==> config.mk <==
export PLATFORM = sky130hd
export DESIGN_NAME = tape_load_mode_packer
export DESIGN_NICKNAME = d
export VERILOG_FILES = /design/src/logic/tape_load_pkg.sv /design/src/logic/tape_char_class.sv /design/src/logic/tape_load_mode_packer.sv
export VERILOG_INCLUDE_DIRS = /design/src /design/src/logic
export SDC_FILE = /design/constraint.sdc
export NUM_CORES = 1
export LEC_CHECK = 0
export BUFFER_PORTS_ARGS = -buffer_cell sky130_fd_sc_hd__buf_2
export CORE_UTILIZATION = 50
export DETAILED_ROUTE_END_ITERATION = 7
export PLACE_DENSITY = 0.84
export SYNTH_ARGS = -nofsm -noshare
export SYNTH_HDL_FRONTEND = slang
export SYNTH_SLANG_ARGS = --single-unit
==> constraint.sdc <==
create_clock -name i_ref_clk -period 2.4 [get_ports i_ref_clk]
set_input_delay 0.24 -clock i_ref_clk [delete_from_list [all_inputs] [get_ports i_ref_clk]]
set_output_delay 0.24 -clock i_ref_clk [all_outputs]
set_load 0.005 [all_outputs]
==> src/logic/tape_load_defines.svh <==
// Constants for the tape load-mode packer.
`ifndef TAPE_LOAD_DEFINES_SVH
`define TAPE_LOAD_DEFINES_SVH
`define WORD_W 12
`define CHAR_W 8
`define ADDR_W 13
`define GROUP_W 3
`define GROUPS_PER_WORD 3'h4
`define LOADER_HI_CODE 8'hb0
`define LOADER_LO_CODE 8'h10
`define LOADER_MASK 8'hf8
`define STOP_BIT 6
`define BLANK_CODE 8'h00
`define SECTOR_BITS 7
`define CLK_HZ 200000000
`define CHAR_RATE_HZ 10
`endif

==> src/logic/tape_load_pkg.sv <==
// Types for the tape load-mode packer.
package tape_load_pkg;
  typedef enum logic [3:0] {
    ST_IDLE = 4'h1,
    ST_LOAD = 4'h2,
    ST_RELOC = 4'h4,
    ST_DONE = 4'h8
  } load_state_t;
endpackage

==> src/logic/tape_char_class.sv <==
// Classifier for one incoming tape character.
`timescale 1ns/10ps
`default_nettype none
`include "tape_load_defines.svh"
module tape_char_class (
  input wire logic [7:0] i_char,  // Received character
  output logic o_blank,           // Blank tape
  output logic o_stop,            // Channel 7 punched
  output logic o_digit,           // Loader octal digit
  output logic [2:0] o_group      // Three data bits
);
  // Stop takes precedence over any digit decode
  assign o_stop = i_char[`STOP_BIT];
  assign o_blank = (i_char == `BLANK_CODE);
  // Both high and plain codes carry a digit
  assign o_digit = !o_stop &&
    (((i_char & `LOADER_MASK) == `LOADER_HI_CODE) ||
     ((i_char & `LOADER_MASK) == `LOADER_LO_CODE));
  assign o_group = i_char[2:0];
endmodule
`default_nettype wire

==> src/logic/tape_load_mode_packer.sv <==
// Load-mode packer and programmed character transfer path.
// Summary of operation
// - Four successive loader characters build one word, then write and advance.
// - Only three data bits are kept from each accepted loader character.
// - Loader digits are codes 260-267 or 020-027 octal.
// - Blank tape is discarded in load mode with no count change.
// - Load mode ends only on a stop character, never on blanks.
// - Any character with channel 7 punched is a stop character.
// - Relocation: two characters give sector bits 1-3 then 4-6, then stop.
// - Programmed input places the character in accumulator low eight bits.
// - Characters go to the terminal only by programmed output.
// - Input and output transfers can raise interrupt requests.
// - Only an on-line terminal starts a transfer; off-line, only an already pending output can still leave.
`timescale 1ns/10ps
`default_nettype none
`include "tape_load_defines.svh"
module tape_load_mode_packer #(
  parameter int WORD_W = `WORD_W,
  parameter int ADDR_W = `ADDR_W
) (
  input wire logic i_ref_clk,               // 200 MHz clock
  input wire logic i_rst_b,                 // Sync reset, active low
  input wire logic i_online,                // Terminal on-line
  input wire logic i_load_en,               // Load switch on
  input wire logic i_reloc_en,              // Next load uses relocation
  input wire logic i_start,                 // Start pulse
  input wire logic [ADDR_W-1:0] i_pc,       // Start address from host
  input wire logic i_rx_valid,              // Terminal character strobe
  input wire logic [7:0] i_rx_char,         // Terminal character
  input wire logic i_rd_req,                // Programmed input pulse
  input wire logic i_wr_req,                // Programmed output pulse
  input wire logic [7:0] i_wr_char,         // Programmed output data
  input wire logic i_tx_ready,              // Terminal accepts character
  input wire logic i_rx_ie,                 // Input interrupt enable
  input wire logic i_tx_ie,                 // Output interrupt enable
  output logic o_mem_we,                    // Memory write pulse
  output logic [ADDR_W-1:0] o_mem_addr,     // Memory write address
  output logic [WORD_W-1:0] o_mem_data,     // Memory write data
  output logic o_load_busy,                 // Load mode active
  output logic o_load_done,                 // Stop seen pulse
  output logic [ADDR_W-1:0] o_pc,           // Current load address
  output logic [WORD_W-1:0] o_acc,          // Accumulator image
  output logic o_rx_full,                   // Input character waiting
  output logic o_tx_valid,                  // Character to terminal
  output logic [7:0] o_tx_char,             // Character to terminal
  output logic o_tx_busy,                   // Output in progress
  output logic o_irq                        // Interrupt request
);
  import tape_load_pkg::*;

  load_state_t state_reg;
  logic [WORD_W-1:0] shift_reg;
  logic [2:0] count_reg;
  logic [ADDR_W-1:0] pc_reg;
  logic [5:0] sector_reg;
  logic reloc_second_reg;
  logic [7:0] rx_buf_reg;
  logic rx_full_reg;
  logic [7:0] tx_reg;
  logic tx_pending_reg;
  logic tx_done_reg;
  logic c_blank;
  logic c_stop;
  logic c_digit;
  logic [2:0] c_group;
  logic char_in;
  logic in_load;
  logic [WORD_W-1:0] word_next;
  logic start_take;
  logic digit_take;
  logic word_end;
  logic reloc_digit;
  logic reloc_stop;
  logic load_stop;
  logic prog_take;
  logic tx_take;
  logic tx_leave;
  logic [2:0] sector_slot [0:1];
  logic irq_rx;
  logic irq_tx;

  tape_char_class u_class (
    .i_char(i_rx_char),
    .o_blank(c_blank),
    .o_stop(c_stop),
    .o_digit(c_digit),
    .o_group(c_group)
  );

  // Off-line terminal contributes nothing
  assign char_in = i_rx_valid && i_online;
  assign in_load = (state_reg == ST_LOAD) || (state_reg == ST_RELOC);
  // New group enters at the bottom, so the first ends up on top
  assign word_next = {shift_reg[WORD_W-4:0], c_group};

  // Named strobes, so each process reads one agreed condition
  assign start_take = (state_reg == ST_IDLE) && i_start && i_load_en;
  // Only a decoded digit counts; blanks and others fall out here
  assign digit_take = (state_reg == ST_LOAD) && char_in && c_digit &&
    !c_blank;
  assign word_end = digit_take &&
    (count_reg == `GROUPS_PER_WORD - 3'h1);
  // Relocation path: sector digits, then the stop that applies them
  assign reloc_digit = (state_reg == ST_RELOC) && char_in && c_digit;
  assign reloc_stop = (state_reg == ST_RELOC) && char_in && c_stop;
  // Blank runs never reach here, only a channel 7 punch does
  assign load_stop = (state_reg == ST_LOAD) && char_in && c_stop;
  // Load mode owns the reader, so no buffering while it runs
  assign prog_take = char_in && !in_load;
  // A busy or off-line printer refuses the write outright
  assign tx_take = i_wr_req && !tx_pending_reg && i_online;
  assign tx_leave = tx_pending_reg && i_tx_ready;

  // Load sequencer; no timeout, the tape pace is slow and unbounded
  // Digits never move the state; starts and stops do, and done returns to idle
  always_ff @(posedge i_ref_clk) begin
    if (!i_rst_b) begin
      state_reg <= ST_IDLE;
    end else begin
      case (state_reg)
        ST_IDLE: begin
          if (i_start && i_load_en) begin
            state_reg <= i_reloc_en ? ST_RELOC : ST_LOAD;
          end
        end
        ST_RELOC: begin
          if (char_in && c_stop) begin
            state_reg <= ST_LOAD;
          end
        end
        ST_LOAD: begin
          if (char_in && c_stop) begin
            state_reg <= ST_DONE;
          end
        end
        ST_DONE: begin
          state_reg <= ST_IDLE;
        end
        default: begin
          state_reg <= ST_IDLE;
        end
      endcase
    end
  end

  // Word assembly from digit groups
  always_ff @(posedge i_ref_clk) begin
    if (!i_rst_b) begin
      shift_reg <= '0;
      count_reg <= 3'h0;
    end else if (state_reg != ST_LOAD) begin
      count_reg <= 3'h0;
    end else if (digit_take) begin
      shift_reg <= word_next;
      if (word_end) begin
        count_reg <= 3'h0;
      end else begin
        count_reg <= count_reg + 3'h1;
      end
    end
  end

  // Memory write on the fourth group
  always_ff @(posedge i_ref_clk) begin
    if (!i_rst_b) begin
      o_mem_we <= 1'b0;
      o_mem_addr <= '0;
      o_mem_data <= '0;
    end else begin
      o_mem_we <= 1'b0;
      if (word_end) begin
        o_mem_we <= 1'b1;
        o_mem_addr <= pc_reg;
        o_mem_data <= word_next;
      end
    end
  end

  // Load address; host gives a sector-aligned start
  // Relocation replaces it with the sector base before any data
  always_ff @(posedge i_ref_clk) begin
    if (!i_rst_b) begin
      pc_reg <= '0;
    end else if (start_take) begin
      pc_reg <= i_pc;
    end else if (reloc_stop) begin
      pc_reg <= {sector_reg, {`SECTOR_BITS{1'b0}}};
    end else if (word_end) begin
      pc_reg <= pc_reg + 1'b1;
    end
  end

  // Relocation turn: cleared outside, set after the first digit
  always_ff @(posedge i_ref_clk) begin
    if (!i_rst_b) begin
      reloc_second_reg <= 1'b0;
    end else if (state_reg != ST_RELOC) begin
      reloc_second_reg <= 1'b0;
    end else if (reloc_digit) begin
      reloc_second_reg <= 1'b1;
    end
  end

  // One sector slot per relocation digit: first is low bits, second
  // high; a stray third digit overwrites the high slot
  for (genvar s = 0; s < 2; s++) begin : g_sector
    always_ff @(posedge i_ref_clk) begin
      if (!i_rst_b) begin
        sector_slot[s] <= 3'h0;
      end else if (reloc_digit && (reloc_second_reg == (s != 0))) begin
        sector_slot[s] <= c_group;
      end
    end
  end
  assign sector_reg = {sector_slot[1], sector_slot[0]};

  // Input character register; load mode owns the reader while active
  always_ff @(posedge i_ref_clk) begin
    if (!i_rst_b) begin
      rx_buf_reg <= 8'h00;
    end else if (prog_take) begin
      rx_buf_reg <= i_rx_char;
    end
  end

  // Input waiting flag; an arrival wins over a read in the same cycle
  always_ff @(posedge i_ref_clk) begin
    if (!i_rst_b) begin
      rx_full_reg <= 1'b0;
    end else if (prog_take) begin
      rx_full_reg <= 1'b1;
    end else if (i_rd_req) begin
      rx_full_reg <= 1'b0;
    end
  end

  // Accumulator low eight bits take the character
  always_ff @(posedge i_ref_clk) begin
    if (!i_rst_b) begin
      o_acc <= '0;
    end else if (i_rd_req && rx_full_reg) begin
      o_acc <= {{(WORD_W-8){1'b0}}, rx_buf_reg};
    end
  end

  // Output character; captured once, held until the terminal takes it
  always_ff @(posedge i_ref_clk) begin
    if (!i_rst_b) begin
      tx_reg <= 8'h00;
    end else if (tx_take) begin
      tx_reg <= i_wr_char;
    end
  end

  // Output pending; the slow printer may take many cycles to answer
  always_ff @(posedge i_ref_clk) begin
    if (!i_rst_b) begin
      tx_pending_reg <= 1'b0;
    end else if (tx_take) begin
      tx_pending_reg <= 1'b1;
    end else if (tx_leave) begin
      tx_pending_reg <= 1'b0;
    end
  end

  // Output done flag for the interrupt; a new write clears it
  always_ff @(posedge i_ref_clk) begin
    if (!i_rst_b) begin
      tx_done_reg <= 1'b0;
    end else if (tx_leave) begin
      tx_done_reg <= 1'b1;
    end else if (tx_take) begin
      tx_done_reg <= 1'b0;
    end
  end

  // Stop pulse and status
  always_ff @(posedge i_ref_clk) begin
    if (!i_rst_b) begin
      o_load_done <= 1'b0;
    end else begin
      o_load_done <= load_stop;
    end
  end

  // Status straight from the registers
  assign o_load_busy = in_load;
  assign o_pc = pc_reg;
  assign o_rx_full = rx_full_reg;
  assign o_tx_valid = tx_pending_reg;
  assign o_tx_char = tx_reg;
  assign o_tx_busy = tx_pending_reg;
  // Input request while a character waits to be read
  assign irq_rx = i_rx_ie && rx_full_reg;
  // Output request once the last character left and none is pending
  assign irq_tx = i_tx_ie && tx_done_reg && !tx_pending_reg;
  // Level request, held until software reads or writes
  assign o_irq = irq_rx || irq_tx;
endmodule
`default_nettype wire

Word level (Yosys, flattened, before mapping)
Memory sizes are Yosys's and may differ from the RTL's.
Index checks and enable logic that the tools add are counted.
{ "classes": {"n_eq_ne": 11, "n_reduce_logical": 39, "add_sub_neg": 2, "muxes": 25, "bitwise_logic": 5} }
{ "op_table": {"columns": ["operator", "n"], "rows": [
  ["13-bit two-way mux", 3],
  ["1-bit logical AND", 24],
  ["1-bit two-way mux", 14],
  ["13-bit by 1-bit adder with 13-bit output, second input constant", 1],
  ["3-bit two-way mux", 4],
  ["4-bit two-way mux", 3],
  ["4-bit case mux with 3 select lines", 1],
  ["8-bit logical NOT", 1],
  ["2-bit by 1-bit inequality test with 1-bit output, second input constant", 3],
  ["5-bit by 2-bit equality test with 1-bit output, second input constant", 1],
  ["5-bit equality test, second input constant", 1],
  ["4-bit by 1-bit equality test with 1-bit output, second input constant", 1],
  ["4-bit by 2-bit equality test with 1-bit output, second input constant", 1],
  ["4-bit by 3-bit equality test with 1-bit output, second input constant", 1],
  ["1-bit logical NOT", 4],
  ["4-bit by 2-bit inequality test with 1-bit output, second input constant", 1],
  ["4-bit by 3-bit inequality test with 1-bit output, second input constant", 1],
  ["2-bit nonzero test", 2],
  ["2-bit OR reduction", 2],
  ["3-bit by 1-bit adder with 3-bit output, second input constant", 1],
  ["3-bit by 2-bit equality test with 1-bit output, second input constant", 1],
  ["1-bit logical OR", 3],
  ["1-bit NOT", 3],
  ["3-bit AND reduction", 1],
  ["3 further kinds", 4]
]} }
{ "word_totals": {"in_bits": 41, "ram_bits": 6, "memories": 1, "ff_bits": 84, "word_cells": 98} }
{ "memory_table": {"columns": ["memory", "depth", "width", "rd", "rd_clocked_by_memory_dff", "wr", "line", "source"], "rows": [
  ["sector_slot", 2, 3, 2, 0, 2, "tape_load_mode_packer.sv:78", "logic [2:0] sector_slot [0:1];"]
]} }

Longest topological paths before layout
{ "depth": {"ltp_word": 9, "mapped_depth": 8} }

Hierarchy
From an unflattened synthesis, not the netlist that was laid out.
{ "unflattened": {"hier_cells": 438, "area_unflattened_um2": 3804.9} }
{ "by_module_without_submodules": {"columns": ["mod", "area_per_inst_um2", "cells_each", "instances"], "rows": [
  ["tape_load_mode_packer", 3738.6, 429, 1],
  ["tape_char_class", 66.3, 9, 1]
]} }

Worst setup path before layout
OpenSTA, ideal clock, no wires.
{ "synth_timing": {"path_type": "register to register", "start": "reg state_reg[2]", "end": "reg o_mem_addr[5]", "slack_ns": 0.540, "synth_period_minus_slack_ns": 1.860, "required_time_ns": 2.278, "arrival_ns": 1.738, "stages_incl_launch_ff": 7, "path_cell_list": "dfxtp_1 or4b_4 nor4_4 nand2_1 clkbuf_1 nand2_1 a21boi_0"} }
{ "synth_between": {"elab_chain_len": 5} }
{ "synth_rtl": {"columns": ["element", "line", "source"], "rows": [
  ["from (decl)", "tape_load_mode_packer.sv:51", "load_state_t state_reg;"],
  ["from (signal assigned)", "tape_load_mode_packer.sv:123", "state_reg <= i_reloc_en ? ST_RELOC : ST_LOAD;"],
  ["4-bit by 2-bit equality test with 1-bit output", "tape_load_mode_packer.sv:99", "assign digit_take = (state_reg == ST_LOAD) && char_in && c_digit &&"],
  ["1-bit logical AND (3 in a row)", "tape_load_mode_packer.sv:99", null],
  ["1-bit logical AND", "tape_load_mode_packer.sv:101", "assign word_end = digit_take &&"],
  ["to (signal assigned)", "tape_load_mode_packer.sv:173", "o_mem_addr <= pc_reg;"],
  ["to (decl)", "tape_load_mode_packer.sv:37", "output logic [ADDR_W-1:0] o_mem_addr,"]
]} }
Every way passes these cells.
A chain may end at the register's enable or synchronous reset.

Worst setup path after layout
{ "layout_timing": {"start": "reg state_reg[0]", "end": "reg pc_reg[5], in the netlist o_pc[5]"} }
{ "layout_between": {"elab_chain_len": 6} }
{ "layout_rtl": {"columns": ["element", "line", "source"], "rows": [
  ["4-bit by 2-bit equality test with 1-bit output", "tape_load_mode_packer.sv:99", null],
  ["1-bit logical AND (3 in a row)", "tape_load_mode_packer.sv:99", null],
  ["1-bit logical AND", "tape_load_mode_packer.sv:101", null],
  ["3-bit nonzero test (no line)", null, null],
  ["to (signal assigned)", "tape_load_mode_packer.sv:185", "pc_reg <= i_pc;"],
  ["to (signal assigned)", "tape_load_mode_packer.sv:187", "pc_reg <= {sector_reg, {`SECTOR_BITS{1'b0}}};"],
  ["to (signal assigned)", "tape_load_mode_packer.sv:189", "pc_reg <= pc_reg + 1'b1;"],
  ["to (decl)", "tape_load_mode_packer.sv:54", "logic [ADDR_W-1:0] pc_reg;"]
]} }
Parallel ways exist; a longest one is shown, timed or not.

==> reports/qor.log <==
[run_status] result of the run completed
[final_layout] share of layout cells above drive strength 1 0.256
[timing] total setup violations reported at the end of the flow 0
[job] Max-Cap Viols 0
[timing] post-route minimum period 2.15 ns
[timing] RSZ-0062 raised after global routing no
[clock_tree] root buffer cell sky130_fd_sc_hd__clkbuf_8
[grt] Total Routing Usage GR 0.220
[final_layout] number of inserted diodes 0
[floorplan] area of the placeable core 7370 um^2
[timing] final hold violation count 0
[placement] weighted congestion reported at the end of routability-driven placement 0.836
[placement] count of buffers from port buffering 101
[grt] global-route congestion overflow total 0
[final_layout] Total Nets Final 574
[synthesis] most frequent cells after synthesis sky130_fd_sc_hd__nand2_1, sky130_fd_sc_hd__dfxtp_1, sky130_fd_sc_hd__a21boi_0, sky130_fd_sc_hd__a21boi_1, sky130_fd_sc_hd__nor2b_1
[timing] period utilisation layout 0.894
[synthesis] post-synthesis sequential area ratio 0.478
[floorplan] die span in y 90.2 um
[timing] largest clock skew in the final design 0.0137 ns
[grt] first-pass GRT wire length 14.6 mm
[clock_tree] Sinks on Clock Net 90
[timing] worst hold slack 0.128 ns
[critical_path] CP Max Fanout 7
[floorplan] floorplan row count 31
[critical_path] startpoint kind of the worst setup timing path flop
[detailed_routing] Met3 Routed Length 332 um
[detailed_routing] Antenna Nets Post-Route 0
[detailed_routing] Vias 3374
[clock_tree] TritonCTS clock tree done
[synthesis] most frequently used flop master after synthesis sky130_fd_sc_hd__dfxtp_1
[synthesis] Post-synth EDFFs 6
[floorplan] I/O pin count 106
[critical_path] Arr. time, crit path 2.42 ns
[timing] slew at the pin with the worst max-slew slack 0.789 ns
[detailed_routing] average vias per placed instance 5.32
[detailed_routing] number of detailed-routing iterations run before antenna repair 4
[final_layout] final non-filler cell total 634
[power_and_ir_drop] power per cell area 593 nW/um^2
[clock_tree] setup bufs post-CTS 0
[detailed_routing] Routed Wire Length 8.80 mm
[timing] worst-case setup margin in the final layout 0.253 ns
[synthesis] synthesized flop and latch total 90
[critical_path] Worst setup EP type flop
[timing] worst slew margin relative to its limit 0.473
[synthesis] cell count after synthesis 431
[final_layout] footprint of the flip-flops and latches 1860 um^2
[final_layout] share of the core filled with cells 0.635
[clock_tree] CTS Hold Buffers Added 0
[clock_tree] clock tree buffer depth 2
[placement] DP Worst Slack 0.292 ns
[grt] largest net degree at the start of global routing 35
[power_and_ir_drop] peak supply drop 0.334 mV
[floorplan] Die Wd 90.2 um
[final_layout] Layout Area Growth over Synthesis 20.2%
[final_layout] number of fill cells in the layout 677
[synthesis] cell area after technology mapping 3890 um^2
[grt] number of antenna violations at the first check in global routing 0
[final_layout] combined area of the multi-input logic cells 1870 um^2
[clock_tree] CTS clk-pin slew, worst paths 0.10 ns
[detailed_routing] top layer in use met4
[detailed_routing] Post-Route M1 WL 4.02 mm
[synthesis] top-area cell type share of the netlist area 0.432
[hold_path] worst min-delay path category in2reg
[critical_path] required time reported for the critical path endpoint 2.67 ns
[detailed_routing] remaining design rule violation count 0
[synthesis] Avg Inst Size Synth 9.03 um^2
[floorplan] DIE AREA 8140 um^2
[floorplan] starting density of the core 0.528
[placement] detailed placer's ending HPWL 6.46 mm
[timing] highest achievable clock rate 466 MHz
[critical_path] Critical Setup Path Class reg2reg
[power_and_ir_drop] post-layout power 2.78 mW
[clock_tree] cts repair resizes 0
[synthesis] library cell occupying the most area in the post-synthesis netlist sky130_fd_sc_hd__dfxtp_1
[timing] max-slew violation count 0
[synthesis] count of different cell masters after synthesis 51
[clock_tree] clock latency of the later-clocked register in the worst-skew pair 0.35 ns
[synthesis] largest cells by area after synthesis sky130_fd_sc_hd__dfxtp_1, sky130_fd_sc_hd__nand2_1, sky130_fd_sc_hd__a21boi_0
[detailed_routing] routed wire length per instance 13.9 um
[timing] summed negative setup slack over all endpoints 0 ns
[synthesis] number of warnings issued by yosys 0
[power_and_ir_drop] reported leakage power 2.00 nW
[synthesis] share of flip-flops with an asynchronous set or reset 0
[detailed_routing] routed wire length on met2 4.30 mm
[detailed_routing] detailed router's first-iteration violation count 161
[final_layout] area of all placed cells without fillers 4680 um^2
[placement] dpl cell area 4490 um^2
[grt] vias in the first global route 3176
[placement] Cell Count Post-Placement 618
[clock_tree] TritonCTS Buffers 9
[synthesis] most numerous cell in the Yosys netlist sky130_fd_sc_hd__nand2_1
[clock_tree] count of H-tree levels built during CTS 3
[logic make-up (layout without fill, tap and decap cells)]
logic type	Yosys count	after routing	share of synthesized area
adders and majority gates	3	3	0.00964
AOI/OAI and AO/OA	97	97	0.176
buffers and inverters	36	137	0.0440
other	1	4	0.000963
and+or+nand+nor	182	182	0.237
muxes	16	16	0.0411
xor gates and xnor gates	6	6	0.0135
DFF	90	90	0.478
[layout make-up]
type,count,share of cell area
Sequential cell,90,0.398
Clock inverter,5,0.00802
Timing Repair Buffer,115,0.130
Multi-Input combinational cell,308,0.400
Clock buffer,11,0.0326
Inverter,6,0.00481
Tap cell,99,0.0265
[per-layer routing]
metal / vias up / GRT usage
li1: 1679 / -
met1: 1604 / 0.274
met2: 76 / 0.375
met3: 15 / 0.0381
met4: 0 / 0.0887
met5: - / 0
[cells in the final DEF, fill, tap and decap left out, drive strengths merged, types with 3 or more instances in the layout]
master and n:
dfxtp 84, conb 4, a22oi 4, inv 6, o21ai 7, a21boi 44
clkbuf 11, nor2b 20, o21a 3, nand3 16, mux2i 16, edfxtp 6
nand2 94, and3 4, a31oi 4, and4 4, buf 115, nor2 10
a32o 3, xor2 5, and2 10, nand4 5, nor3b 5, a22o 3
a21oi 16, nor4b 3, ha 3, clkinv 3
[worst paths after layout]
| path | from | endpoint | slack (ns) | cells after the start |
|---|---|---|---|---|
| setup / recovery | state_reg[0] | o_pc[5] | 0.25 | 6 |
| hold / removal | i_pc[1] | o_pc[1] | 0.13 | 3 |
| setup reg to reg | state_reg[0] | o_pc[5] | 0.25 | 6 |
| hold reg to reg | o_mem_data[5] | o_mem_data[5] | 0.45 | 2 |
[critical path, stage by stage (launching register included)]
cell and delay (ns):
sky130_fd_sc_hd__dfxtp_1 0.36, sky130_fd_sc_hd__or4b_4 0.57, sky130_fd_sc_hd__nor4_1 0.38, sky130_fd_sc_hd__or2_1 0.29, sky130_fd_sc_hd__buf_4 0.18, sky130_fd_sc_hd__a21oi_1 0.07, sky130_fd_sc_hd__nor3b_1 0.21
[report_power, final]
| group | switching, mW | internal (mW) | leakage (nW) | total (mW) |
|---|---|---|---|---|
| clock network | 0.544 | 0.442 | 0.0907 | 0.986 |
| logic | 0.113 | 0.108 | 1.16 | 0.221 |
| registers | 0.0308 | 1.54 | 0.742 | 1.57 |
| total | 0.687 | 2.09 | 2.00 | 2.78 |
(Power assumes the default switching activity.)
